<file path="src/common/pec_pkg.sv">
/*
 * pec_pkg: register map, field positions, reset values and carrier types
 * for the power-management event latch, interrupt mask and system control block.
 * Assumes a byte-wide register port and one 125 MHz clock with a synchronous reset.
 */
package pec_pkg;

   // ==========================================================================
   // register map
   localparam int ADDR_W = 9;
   localparam logic [8:0] OFS_EVT_PRIMARY = 9'h006;
   localparam logic [8:0] OFS_EVT_SUPPLY = 9'h007;
   localparam logic [8:0] OFS_EVT_INPUTS = 9'h008;
   localparam logic [8:0] OFS_MSK_PRIMARY = 9'h00a;
   localparam logic [8:0] OFS_MSK_SUPPLY = 9'h00b;
   localparam logic [8:0] OFS_MSK_INPUTS = 9'h00c;
   localparam logic [8:0] OFS_DOMAIN_CTL = 9'h00e;
   localparam logic [8:0] OFS_BEHAV_CTL = 9'h00f;

   // ==========================================================================
   // field positions
   localparam int EA_SUM_INPUTS = 6;
   localparam int EA_SUM_SUPPLY = 5;
   localparam int EA_SEQ_DONE = 4;
   localparam int EA_DOG_WARN = 3;
   localparam int EA_POWER_KEY = 0;
   localparam int EB_SUPPLY_WARN = 7;
   localparam int EB_RAMP_DONE = 5;
   localparam int EB_REG_OVERCUR = 3;
   localparam int EB_TEMP_WARN = 1;
   localparam int EC_INPUT_LO = 0;
   localparam int NUM_INPUTS = 5;
   localparam int NUM_DOMAINS = 3;
   localparam int CA_TARGET_LO = 0;
   localparam int CA_STANDBY = 3;
   localparam int CA_WMASK_LO = 4;
   localparam int CB_SOFT_LAUNCH = 7;
   localparam int CB_LIMIT_LO = 5;
   localparam int CB_KEY_LOCK = 4;
   localparam int CB_RST_MODE = 3;
   localparam int CB_FREEZE_EN = 2;
   localparam int CB_DOG_PD = 1;

   // bits that exist in each register; the rest read as zero, except bits 6 and 5 of the primary event register, which read the summaries
   localparam logic [7:0] IMPL_EVT_PRIMARY = 8'h19;
   localparam logic [7:0] IMPL_EVT_SUPPLY = 8'haa;
   localparam logic [7:0] IMPL_EVT_INPUTS = 8'h1f;
   localparam logic [7:0] IMPL_DOMAIN_CTL = 8'h7f;
   localparam logic [7:0] IMPL_BEHAV_CTL = 8'hfe;

   // ==========================================================================
   // reset values
   localparam logic [7:0] RST_EVT = 8'h00;
   localparam logic [7:0] RST_MSK = 8'h00;
   localparam logic [7:0] RST_DOMAIN_CTL = 8'h00;
   localparam logic [7:0] RST_BEHAV_CTL = 8'h00;
   // pin order: 0 power key (low active), 1..5 inputs, 6 system enable
   localparam int NUM_PINS = 7;
   localparam logic [6:0] RST_PINS = 7'h01;

   // ==========================================================================
   // carriers
   typedef struct packed {
      logic seq_done;       // pulse: sequencer at final position
      logic dog_warn;       // pulse: watchdog timeout warning
      logic supply_low;     // level: system supply at or below upper threshold
      logic ramp_done;      // pulse: all dynamic ramps finished
      logic reg_overcur;    // level: any linear regulator in current limit
      logic temp_warn;      // level: junction above warning threshold
      logic key_long;       // pulse: long key press detected
      logic dog_restart;    // pulse: restart caused by watchdog
      logic low_power;      // level: sequencer is in low_power_state
   } pec_evt_in_t;

   typedef struct packed {
      logic [2:0] domain_target;
      logic pd_req;
      logic pd_stop_partial;
      logic soft_launch;
      logic wake_block;
      logic key_lock;
      logic dog_run;
   } pec_ctl_out_t;

   typedef struct packed {
      logic [7:0] evt_a;
      logic [7:0] evt_b;
      logic [7:0] evt_c;
      logic [7:0] msk_a;
      logic [7:0] msk_b;
      logic [7:0] msk_c;
      logic [7:0] ctl_a;
      logic [7:0] ctl_b;
      logic [6:0] sync1;
      logic [6:0] sync2;
      logic [6:0] sync3;
      logic [6:0] stable;
      logic [2:0] restarts;
      logic [7:0] rdata;
      logic pd_req;
      logic rst_out_n;
   } pec_state_t;

endpackage

</file>
<file path="src/rtl/pec_event_ctrl.sv">
/*
 * pec_event_ctrl: event latching, summary, masking, interrupt request and
 * system control registers of the power-management device.
 * Assumes the two-wire slave decodes frames into single-cycle read and write
 * strobes on i_clk; sequencer, watchdog and converters sit outside.
 */

module pec_event_ctrl (
   input wire logic i_clk,
   input wire logic i_srst,
   input wire logic i_reg_wr,
   input wire logic i_reg_rd,
   input wire logic [pec_pkg::ADDR_W-1:0] i_reg_addr,
   input wire logic [7:0] i_reg_wdata,
   output logic [7:0] o_reg_rdata,
   input wire logic i_power_key_pin_n,
   input wire logic [pec_pkg::NUM_INPUTS-1:0] i_gpi_pin,
   input wire logic i_sys_enable_input,
   input wire pec_pkg::pec_evt_in_t i_evt,
   output pec_pkg::pec_ctl_out_t o_ctl,
   output logic o_reset_output_pin_n,
   output logic o_irq
);

   // ==========================================================================
   // register read decode
   function automatic logic [7:0] read_reg(input logic [pec_pkg::ADDR_W-1:0] a,
                                           input pec_pkg::pec_state_t st);
      logic [7:0] v;
      v = 8'h00;
      case (a)
         pec_pkg::OFS_EVT_PRIMARY: begin
            v = st.evt_a & pec_pkg::IMPL_EVT_PRIMARY;
            v[pec_pkg::EA_SUM_INPUTS] = |st.evt_c;
            v[pec_pkg::EA_SUM_SUPPLY] = |st.evt_b;
         end
         pec_pkg::OFS_EVT_SUPPLY: v = st.evt_b;
         pec_pkg::OFS_EVT_INPUTS: v = st.evt_c;
         pec_pkg::OFS_MSK_PRIMARY: v = st.msk_a;
         pec_pkg::OFS_MSK_SUPPLY: v = st.msk_b;
         pec_pkg::OFS_MSK_INPUTS: v = st.msk_c;
         pec_pkg::OFS_DOMAIN_CTL: v = st.ctl_a;
         pec_pkg::OFS_BEHAV_CTL: v = st.ctl_b;
         default: v = 8'h00;
      endcase
      return v;
   endfunction

   function automatic logic is_wr(input logic wr,
                                  input logic [pec_pkg::ADDR_W-1:0] a,
                                  input logic [pec_pkg::ADDR_W-1:0] ofs);
      return wr && (a == ofs);
   endfunction

   localparam pec_pkg::pec_state_t STATE_RST = '{
      evt_a: pec_pkg::RST_EVT, evt_b: pec_pkg::RST_EVT, evt_c: pec_pkg::RST_EVT,
      msk_a: pec_pkg::RST_MSK, msk_b: pec_pkg::RST_MSK, msk_c: pec_pkg::RST_MSK,
      ctl_a: pec_pkg::RST_DOMAIN_CTL, ctl_b: pec_pkg::RST_BEHAV_CTL,
      sync1: pec_pkg::RST_PINS, sync2: pec_pkg::RST_PINS,
      sync3: pec_pkg::RST_PINS, stable: pec_pkg::RST_PINS,
      restarts: 3'h0, rdata: 8'h00, pd_req: 1'b0, rst_out_n: 1'b1};

   pec_pkg::pec_state_t s_r;
   pec_pkg::pec_state_t s_nxt;

   // ==========================================================================
   // next state
   always_comb begin
      logic key_press;
      logic sys_fall;
      logic tgt_cleared;
      logic [pec_pkg::NUM_INPUTS-1:0] gpi_rise;
      logic [7:0] wd;
      key_press = 1'b0;
      sys_fall = 1'b0;
      tgt_cleared = 1'b0;
      gpi_rise = '0;
      wd = i_reg_wdata;
      s_nxt = s_r;

      // three-stage pin synchroniser; a change counts once stages two and three agree
      s_nxt.sync1 = {i_sys_enable_input, i_gpi_pin, i_power_key_pin_n};
      s_nxt.sync2 = s_r.sync1;
      s_nxt.sync3 = s_r.sync2;
      for (int i = 0; i < pec_pkg::NUM_PINS; i++) begin
         if (s_r.sync2[i] == s_r.sync3[i]) begin
            s_nxt.stable[i] = s_r.sync3[i];
         end
      end
      key_press = s_r.stable[0] & ~s_nxt.stable[0];
      gpi_rise = s_nxt.stable[pec_pkg::NUM_INPUTS:1] & ~s_r.stable[pec_pkg::NUM_INPUTS:1];
      sys_fall = s_r.stable[pec_pkg::NUM_PINS-1] & ~s_nxt.stable[pec_pkg::NUM_PINS-1];

      // written ones clear first, then new events set, so a set wins
      if (is_wr(i_reg_wr, i_reg_addr, pec_pkg::OFS_EVT_PRIMARY)) begin
         s_nxt.evt_a = s_r.evt_a & ~wd;
      end
      if (is_wr(i_reg_wr, i_reg_addr, pec_pkg::OFS_EVT_SUPPLY)) begin
         s_nxt.evt_b = s_r.evt_b & ~wd;
      end
      if (is_wr(i_reg_wr, i_reg_addr, pec_pkg::OFS_EVT_INPUTS)) begin
         s_nxt.evt_c = s_r.evt_c & ~wd;
      end
      if (i_evt.seq_done) begin
         s_nxt.evt_a[pec_pkg::EA_SEQ_DONE] = 1'b1;
      end
      if (i_evt.dog_warn) begin
         s_nxt.evt_a[pec_pkg::EA_DOG_WARN] = 1'b1;
      end
      if (key_press) begin
         s_nxt.evt_a[pec_pkg::EA_POWER_KEY] = 1'b1;
      end
      // level sources re-latch for as long as the condition lasts
      if (i_evt.supply_low) begin
         s_nxt.evt_b[pec_pkg::EB_SUPPLY_WARN] = 1'b1;
      end
      if (i_evt.ramp_done) begin
         s_nxt.evt_b[pec_pkg::EB_RAMP_DONE] = 1'b1;
      end
      if (i_evt.reg_overcur) begin
         s_nxt.evt_b[pec_pkg::EB_REG_OVERCUR] = 1'b1;
      end
      if (i_evt.temp_warn) begin
         s_nxt.evt_b[pec_pkg::EB_TEMP_WARN] = 1'b1;
      end
      for (int i = 0; i < pec_pkg::NUM_INPUTS; i++) begin
         if (gpi_rise[i]) begin
            s_nxt.evt_c[pec_pkg::EC_INPUT_LO + i] = 1'b1;
         end
      end

      // masks only gate the request; latching carries on underneath
      if (is_wr(i_reg_wr, i_reg_addr, pec_pkg::OFS_MSK_PRIMARY)) begin
         s_nxt.msk_a = wd & pec_pkg::IMPL_EVT_PRIMARY;
      end
      if (is_wr(i_reg_wr, i_reg_addr, pec_pkg::OFS_MSK_SUPPLY)) begin
         s_nxt.msk_b = wd & pec_pkg::IMPL_EVT_SUPPLY;
      end
      if (is_wr(i_reg_wr, i_reg_addr, pec_pkg::OFS_MSK_INPUTS)) begin
         s_nxt.msk_c = wd & pec_pkg::IMPL_EVT_INPUTS;
      end

      // a target bit moves only when the same write carries its mask bit
      if (is_wr(i_reg_wr, i_reg_addr, pec_pkg::OFS_DOMAIN_CTL)) begin
         s_nxt.ctl_a[pec_pkg::CA_STANDBY] = wd[pec_pkg::CA_STANDBY];
         for (int i = 0; i < pec_pkg::NUM_DOMAINS; i++) begin
            s_nxt.ctl_a[pec_pkg::CA_WMASK_LO + i] = wd[pec_pkg::CA_WMASK_LO + i];
            if (wd[pec_pkg::CA_WMASK_LO + i]) begin
               s_nxt.ctl_a[pec_pkg::CA_TARGET_LO + i] = wd[pec_pkg::CA_TARGET_LO + i];
            end
         end
      end
      if (is_wr(i_reg_wr, i_reg_addr, pec_pkg::OFS_BEHAV_CTL)) begin
         s_nxt.ctl_b = wd & pec_pkg::IMPL_BEHAV_CTL;
      end

      tgt_cleared = s_r.ctl_a[pec_pkg::CA_TARGET_LO] & ~s_nxt.ctl_a[pec_pkg::CA_TARGET_LO];
      s_nxt.pd_req = tgt_cleared | sys_fall | i_evt.key_long;

      // saturating counter so a long run of restarts cannot wrap back below the limit
      if (!s_r.ctl_b[pec_pkg::CB_FREEZE_EN]) begin
         s_nxt.restarts = 3'h0;
      end else if (i_evt.dog_restart && (s_r.restarts != 3'h7)) begin
         s_nxt.restarts = s_r.restarts + 3'h1;
      end

      s_nxt.rst_out_n = ~(s_r.ctl_b[pec_pkg::CB_RST_MODE] & i_evt.low_power);

      if (i_reg_rd) begin
         s_nxt.rdata = read_reg(i_reg_addr, s_r);
      end

      if (i_srst) begin
         s_nxt = STATE_RST;
      end
   end

   always_ff @(posedge i_clk) begin
      s_r <= s_nxt;
   end

   // ==========================================================================
   // outputs
   logic [1:0] limit;
   assign limit = s_r.ctl_b[pec_pkg::CB_LIMIT_LO +: 2];

   assign o_reg_rdata = s_r.rdata;
   assign o_irq = |(s_r.evt_a & ~s_r.msk_a & pec_pkg::IMPL_EVT_PRIMARY)
                | |(s_r.evt_b & ~s_r.msk_b & pec_pkg::IMPL_EVT_SUPPLY)
                | |(s_r.evt_c & ~s_r.msk_c & pec_pkg::IMPL_EVT_INPUTS);
   assign o_ctl.domain_target = s_r.ctl_a[pec_pkg::CA_TARGET_LO +: 3];
   assign o_ctl.pd_req = s_r.pd_req;
   assign o_ctl.pd_stop_partial = s_r.ctl_a[pec_pkg::CA_STANDBY];
   assign o_ctl.soft_launch = s_r.ctl_b[pec_pkg::CB_SOFT_LAUNCH];
   assign o_ctl.wake_block = s_r.ctl_b[pec_pkg::CB_FREEZE_EN]
                           && (s_r.restarts >= {1'b0, limit});
   assign o_ctl.key_lock = s_r.ctl_b[pec_pkg::CB_KEY_LOCK];
   // watchdog stops only inside low_power_state, and only when not kept on
   assign o_ctl.dog_run = ~i_evt.low_power | s_r.ctl_b[pec_pkg::CB_DOG_PD];
   assign o_reset_output_pin_n = s_r.rst_out_n;
endmodule

</file>
<file path="config.mk">
export PLATFORM = sky130hd
export DESIGN_NAME = pec_event_ctrl
export DESIGN_NICKNAME = d
export VERILOG_FILES = /design/src/common/pec_pkg.sv /design/src/rtl/pec_event_ctrl.sv
export SDC_FILE = /design/constraint.sdc
export NUM_CORES = 1
export LEC_CHECK = 0
export BUFFER_PORTS_ARGS = -buffer_cell sky130_fd_sc_hd__buf_2
export CAP_MARGIN = 25
export CORE_AREA = 2 2 81 83
export CTS_BUF_LIST = sky130_fd_sc_hd__clkbuf_4
export CTS_CLUSTER_SIZE = 16
export DETAILED_ROUTE_END_ITERATION = 10
export DIE_AREA = 0 0 83 85
export GPL_ROUTABILITY_DRIVEN = 0
export GPL_TIMING_DRIVEN = 0
export PLACE_DENSITY = 0.94
export SLEW_MARGIN = 20
export SYNTH_ARGS = -nofsm -noshare
export SYNTH_HDL_FRONTEND = slang
export SYNTH_SLANG_ARGS = --single-unit
</file>
<file path="constraint.sdc">
create_clock -name i_clk -period 5.9 [get_ports i_clk]
set_input_delay 0.295 -clock i_clk [delete_from_list [all_inputs] [get_ports i_clk]]
set_output_delay 0.295 -clock i_clk [all_outputs]
set_load 0.01 [all_outputs]
</file>
; ---- Yosys cells after proc, flatten, opt, wreduce, memory -nomap -nowiden
; Cells that the tools add are included.
[totals]
reg_bits = 91
in_bits = 37
romBits = 0
wordCells = 131
out_inout_bits = 19
n_memories = 0
latch_bits = 0
ramBits = 0
[op_classes]
reduce_logical = 30
muxes = 25
eq_ne = 16
n_bitwise = 27
mul = 0
order_cmp = 1
addsub = 1
div_mod_pow = 0
shift = 0
[op_table]
columns = cell, n
row1 = one-hot mux 8 bit (8 select lines), 1
row2 = equality test 9 x 4 -> 1 bit (second input constant), 6
row3 = bitwise AND 8 bit, 4
row4 = nonzero test 2 bit, 12
row5 = 2-to-1 mux 1 bit, 21
row6 = equality test 9 x 3 -> 1 bit (second input constant), 2
row7 = inverter 8 bit, 2
row8 = OR reduction 8 bit, 2
row9 = bitwise AND 5 bit, 3
row10 = inverter 5 bit, 3
row11 = logical AND 1 bit, 10
row12 = 2-to-1 mux 5 bit, 2
row13 = 2-to-1 mux 8 bit, 1
row14 = equality test 1 bit, 7
row15 = inverter 1 bit, 6
row16 = bitwise OR 1 bit, 5
row17 = OR reduction 5 bit, 1
row18 = bitwise AND 1 bit, 4
row19 = AND reduction 2 bit, 2
row20 = OR reduction 4 bit, 1
row21 = adder 3 x 1 -> 3 bit (second input constant), 1
row22 = greater-or-equal comparator 3 x 2 -> 1 bit, 1
row23 = != test 3 bit (second input constant), 1
row24 = OR reduction 3 bit, 1
row25 = OR reduction 2 bit, 1

; ---- Depth between registers and ports, before layout
[depth]
depth_word = 7
depth_mapped = 7
depth_no_buf = 5

; ---- Worst setup path after synthesis
; OpenSTA, ideal clock, no wires.
[synth_timing]
path_kind = input to register
start = input i_reg_addr[5] (netlist bit)
end = register s_r[82] (netlist bit)
slack_ns = 3.832
required_ns = 5.784
cell_stages = 6
arrival_ns = 1.953
n_path_buf = 1
setup_ns = 0.116
cell_sequence = or4_4 -> or4_4 -> buf_6 -> nor3_4 -> nand2_1 -> a31o_1
[synth_via]
elab_chain_len = 3
[synth_lines]
columns = item, line_no
row1 = "start, declared", pec_event_ctrl.sv:13  ; input wire logic [pec_pkg::ADDR_W-1:0] i_reg_addr,
row2 = equality test 9 x 4 -> 1 bit, pec_event_ctrl.sv:52  ; return wr && (a == ofs);
row3 = logical AND 1 bit, pec_event_ctrl.sv:52
row4 = nonzero test 2 bit (no source line), n/a
row5 = "end signal, assigned", pec_event_ctrl.sv:179  ; s_r <= s_nxt;
row6 = "end, declared", pec_event_ctrl.sv:63  ; pec_pkg::pec_state_t s_r;
; Every way passes these cells.
; A chain may end at the register's enable or synchronous reset.

; ---- Worst setup path in the final report
[layout_timing]
start = input i_reg_addr[5] (netlist bit)
end = register s_r (netlist bit o_ctl[7])
[layout_via]
elab_chain_len = 3
[layout_lines]
columns = item, line_no
row1 = equality test 9 x 4 -> 1 bit, pec_event_ctrl.sv:52
row2 = logical AND 1 bit, pec_event_ctrl.sv:52
row3 = AND reduction 2 bit (no source line), n/a
; Every way passes these cells.

==> impl_metrics.ini <==
[timing]
totalNegativeSetupSlack_ns = 0
rsz0062_at_grt = no
setup_violations = 0
slew_headroom = 0.550
skew_ns = 0.00965
fin_crit_sh = 0.327
hold_violations = 0
worstMarginPinSlew_ns = 0.672
layout_min_cycle_time_ns = 1.93
fmax_mhz = 518
slew_viol_final = 0

[setup_path]
path_cells = buf_2 > or4_4 > nor4_1 > buf_2 > nand3_1 > mux2i_1 > nor2_1
start_kind = input pin
path_buf_inv = 2
arrival_ns = 2.25
crit_required_ns = 6.23
worst_path_max_delay_cell = nor4_1
cp_slowest_stage_delay_ns = 0.57
critPathKind = in -> reg
cp_common_cell = buf_2
end_kind = flip-flop
critPathTopFamily = simple AND/OR/NAND/NOR gates
cp_max_fo = 10

[logic_synthesis]
netlist_instances = 444
synth_ff_type = dfxtp_1
netlist_area_sq_um = 3740
yosysWarnings = 0
synth_cell_types = 44
synth_fp_nets = 485
synth_edf_count = 0
synth-seq-cells = 86
seq_area_frac_synth = 0.460
avgSynthCellArea_sq_um = 8.43
async_flop_share = 0

[floorplan]
die_y_um = 85
io_pins = 56
die_w_um = 83
rows = 29
start_util = 0.603
coreArea_sq_um = 6200
dieArea_sq_um = 7060

[finish]
final_area_sq_um = 4220
synthToLayoutAreaGrowth_pct = 12.7
final_nets = 547
diodes = 0
fillers = 477
drive_gt1_frac = 0.198

[routing]
final_antenna_net_count = 0
drt_iter0_markers = 519
drtPass1Iterations = 6
vias = 3514
wl_um = 9830
avgRoutedWirePerCell_um = 16.7
vias_per_cell = 5.98
drc = 0

[clock_tree]
clockRootBuffer = clkbuf_4
cts_tree = built
hold_buffers = 0
htree_levels = 3
clkSinkCount = 86
path_clk_slew_ns = 0.14
cts_buffers = 9
clock_latency_ns = 0.44
post_cts_resized = 0
clock_path_buffers = 2
cts_setup_buffers = 0

[global_route]
grt_pass1_wl_um = 15800
grt_pass1_vias = 3328
grt_max_degree = 17
gr-usage-all-layers = 0.282
antenna_found_initial = 0
globalRouteOverflowTotal = 0

[power]
leakage_nw = 1.66
powerDensity_nw_per_um2 = 234
peakVddDrop_uv = 210

[worst_hold_path]
hold_path.class = in -> reg

[status]
outcome = finished clean

[placed_design]
port_buffers = 51
hpwl_um = 7250
dpl_cell_area_sq_um = 4100

[flow_run]
cap_violations = 0
stage by stage:
step / hold slack, ns / util / total power, mW / worst slack, ns / std cells
5_1_grt: 0.0291 / 0.680 / 1.02 / 3.82 / 588
6_report: 0.0328 / 0.680 / 0.987 / 3.97 / 588
2_1_floorplan: 0.378 / - / 0.651 / 3.83 / 444
3_5_place_dp: 0.406 / 0.660 / 0.685 / 3.56 / 572
4_1_cts: 0.0221 / 0.680 / 0.983 / 4.03 / 588
3_3_place_gp: 0.398 / 0.660 / 0.683 / 3.61 / 572
cell type report:
class                   instances  area, sq um  share of cell area
repair buffers                 51          255              0.0605
inverters                      22         82.6              0.0196
clock buffers                   9         67.6              0.0160
multi-input cells             299         1730               0.409
flip-flops and latches         86         1720               0.408
plain buffers                  37          214              0.0507
well taps                      77         96.3              0.0228
clock inverters                 7         55.1              0.0131
state kept, by name, summed over array words and instances, names as in the netlist:
name	cells
limit	2
o_ctl	7
o_reset_output_pin_n	1
s_r	68
o_reg_rdata	8
synth_stat cells (4+ instances only):
cell type,count,area (sq um)
a21oi_1,50,250
a221oi_1,5,43.8
a31o_1,4,35.0
and3_1,8,50.1
buf_4,15,113
clkbuf_1,14,52.6
dfxtp_1,86,1720
ha_1,4,50.1
inv_1,21,78.8
mux2_2,5,56.3
mux2i_1,11,110
nand2_1,66,248
nand3_1,17,85.1
nor2_1,27,101
nor2b_1,26,163
nor3_1,6,30.0
nor4_1,5,31.3
o21ai_0,23,115
o22ai_1,7,43.8
o32ai_1,5,43.8
cells in the final DEF (no fill, tap or decap), drive strengths merged, types with 2 or more instances in the layout:
master     n
a21oi     50
a221oi     5
a31o       4
a31oi      3
a32oi      2
and3       8
and4bb     2
buf       74
clkbuf    23
clkinv     2
clkinvlp   2
dfxtp     86
ha         4
inv       25
mux2       5
mux2i     11
nand2     66
nand2b     3
nand3     17
nand3b     2
nor2      27
nor2b     26
nor3       7
nor4       5
o21ai     23
o22ai      7
o32ai      5
or2        3
or4        2
per-layer routing:
| layer | track usage | vias up | wire length (um) |
|---|---|---|---|
| met4 | 0.164 | 0 | 425 |
| met2 | 0.466 | 205 | 4690 |
| li1 | - | 1643 | - |
| met3 | 0.0652 | 52 | 1010 |
| met5 | 0 | - | 0 |
| met1 | 0.339 | 1614 | 3700 |
report_power, final:
group / leakage (nW) / switching, mW / internal [mW] / total, mW
Combinational: 0.892 / 0.0493 / 0.0286 / 0.0779
Clock: 0.0637 / 0.219 / 0.0917 / 0.311
Sequential: 0.699 / 0.00686 / 0.591 / 0.598
Total: 1.66 / 0.276 / 0.711 / 0.987
kinds of logic (layout without fill, tap and decap cells):
logic type | after synthesis | in the layout | share of synthesized area
muxes | 17 | 17 | 0.0505
AOI/OAI and AO/OA | 105 | 105 | 0.165
adders and majority gates | 4 | 4 | 0.0134
and+or+nand+nor | 172 | 172 | 0.230
DFF | 86 | 86 | 0.460
xor gates and xnor gates | 1 | 1 | 0.00234
buffers and inverters | 59 | 126 | 0.0792
worst paths after layout:
kind | depth (start not counted) | startpoint | endpoint | slack (ns)
max | 7 | i_reg_addr[5] | o_ctl[7] | 3.97
min | 2 | i_power_key_pin_n | s_r[34] | 0.03
min reg2reg | 1 | s_r[34] | s_r[27] | 0.44
max reg2reg | 5 | s_r[85] | o_reg_rdata[4] | 4.44
No activity file was read; power rests on OpenSTA's default activity.
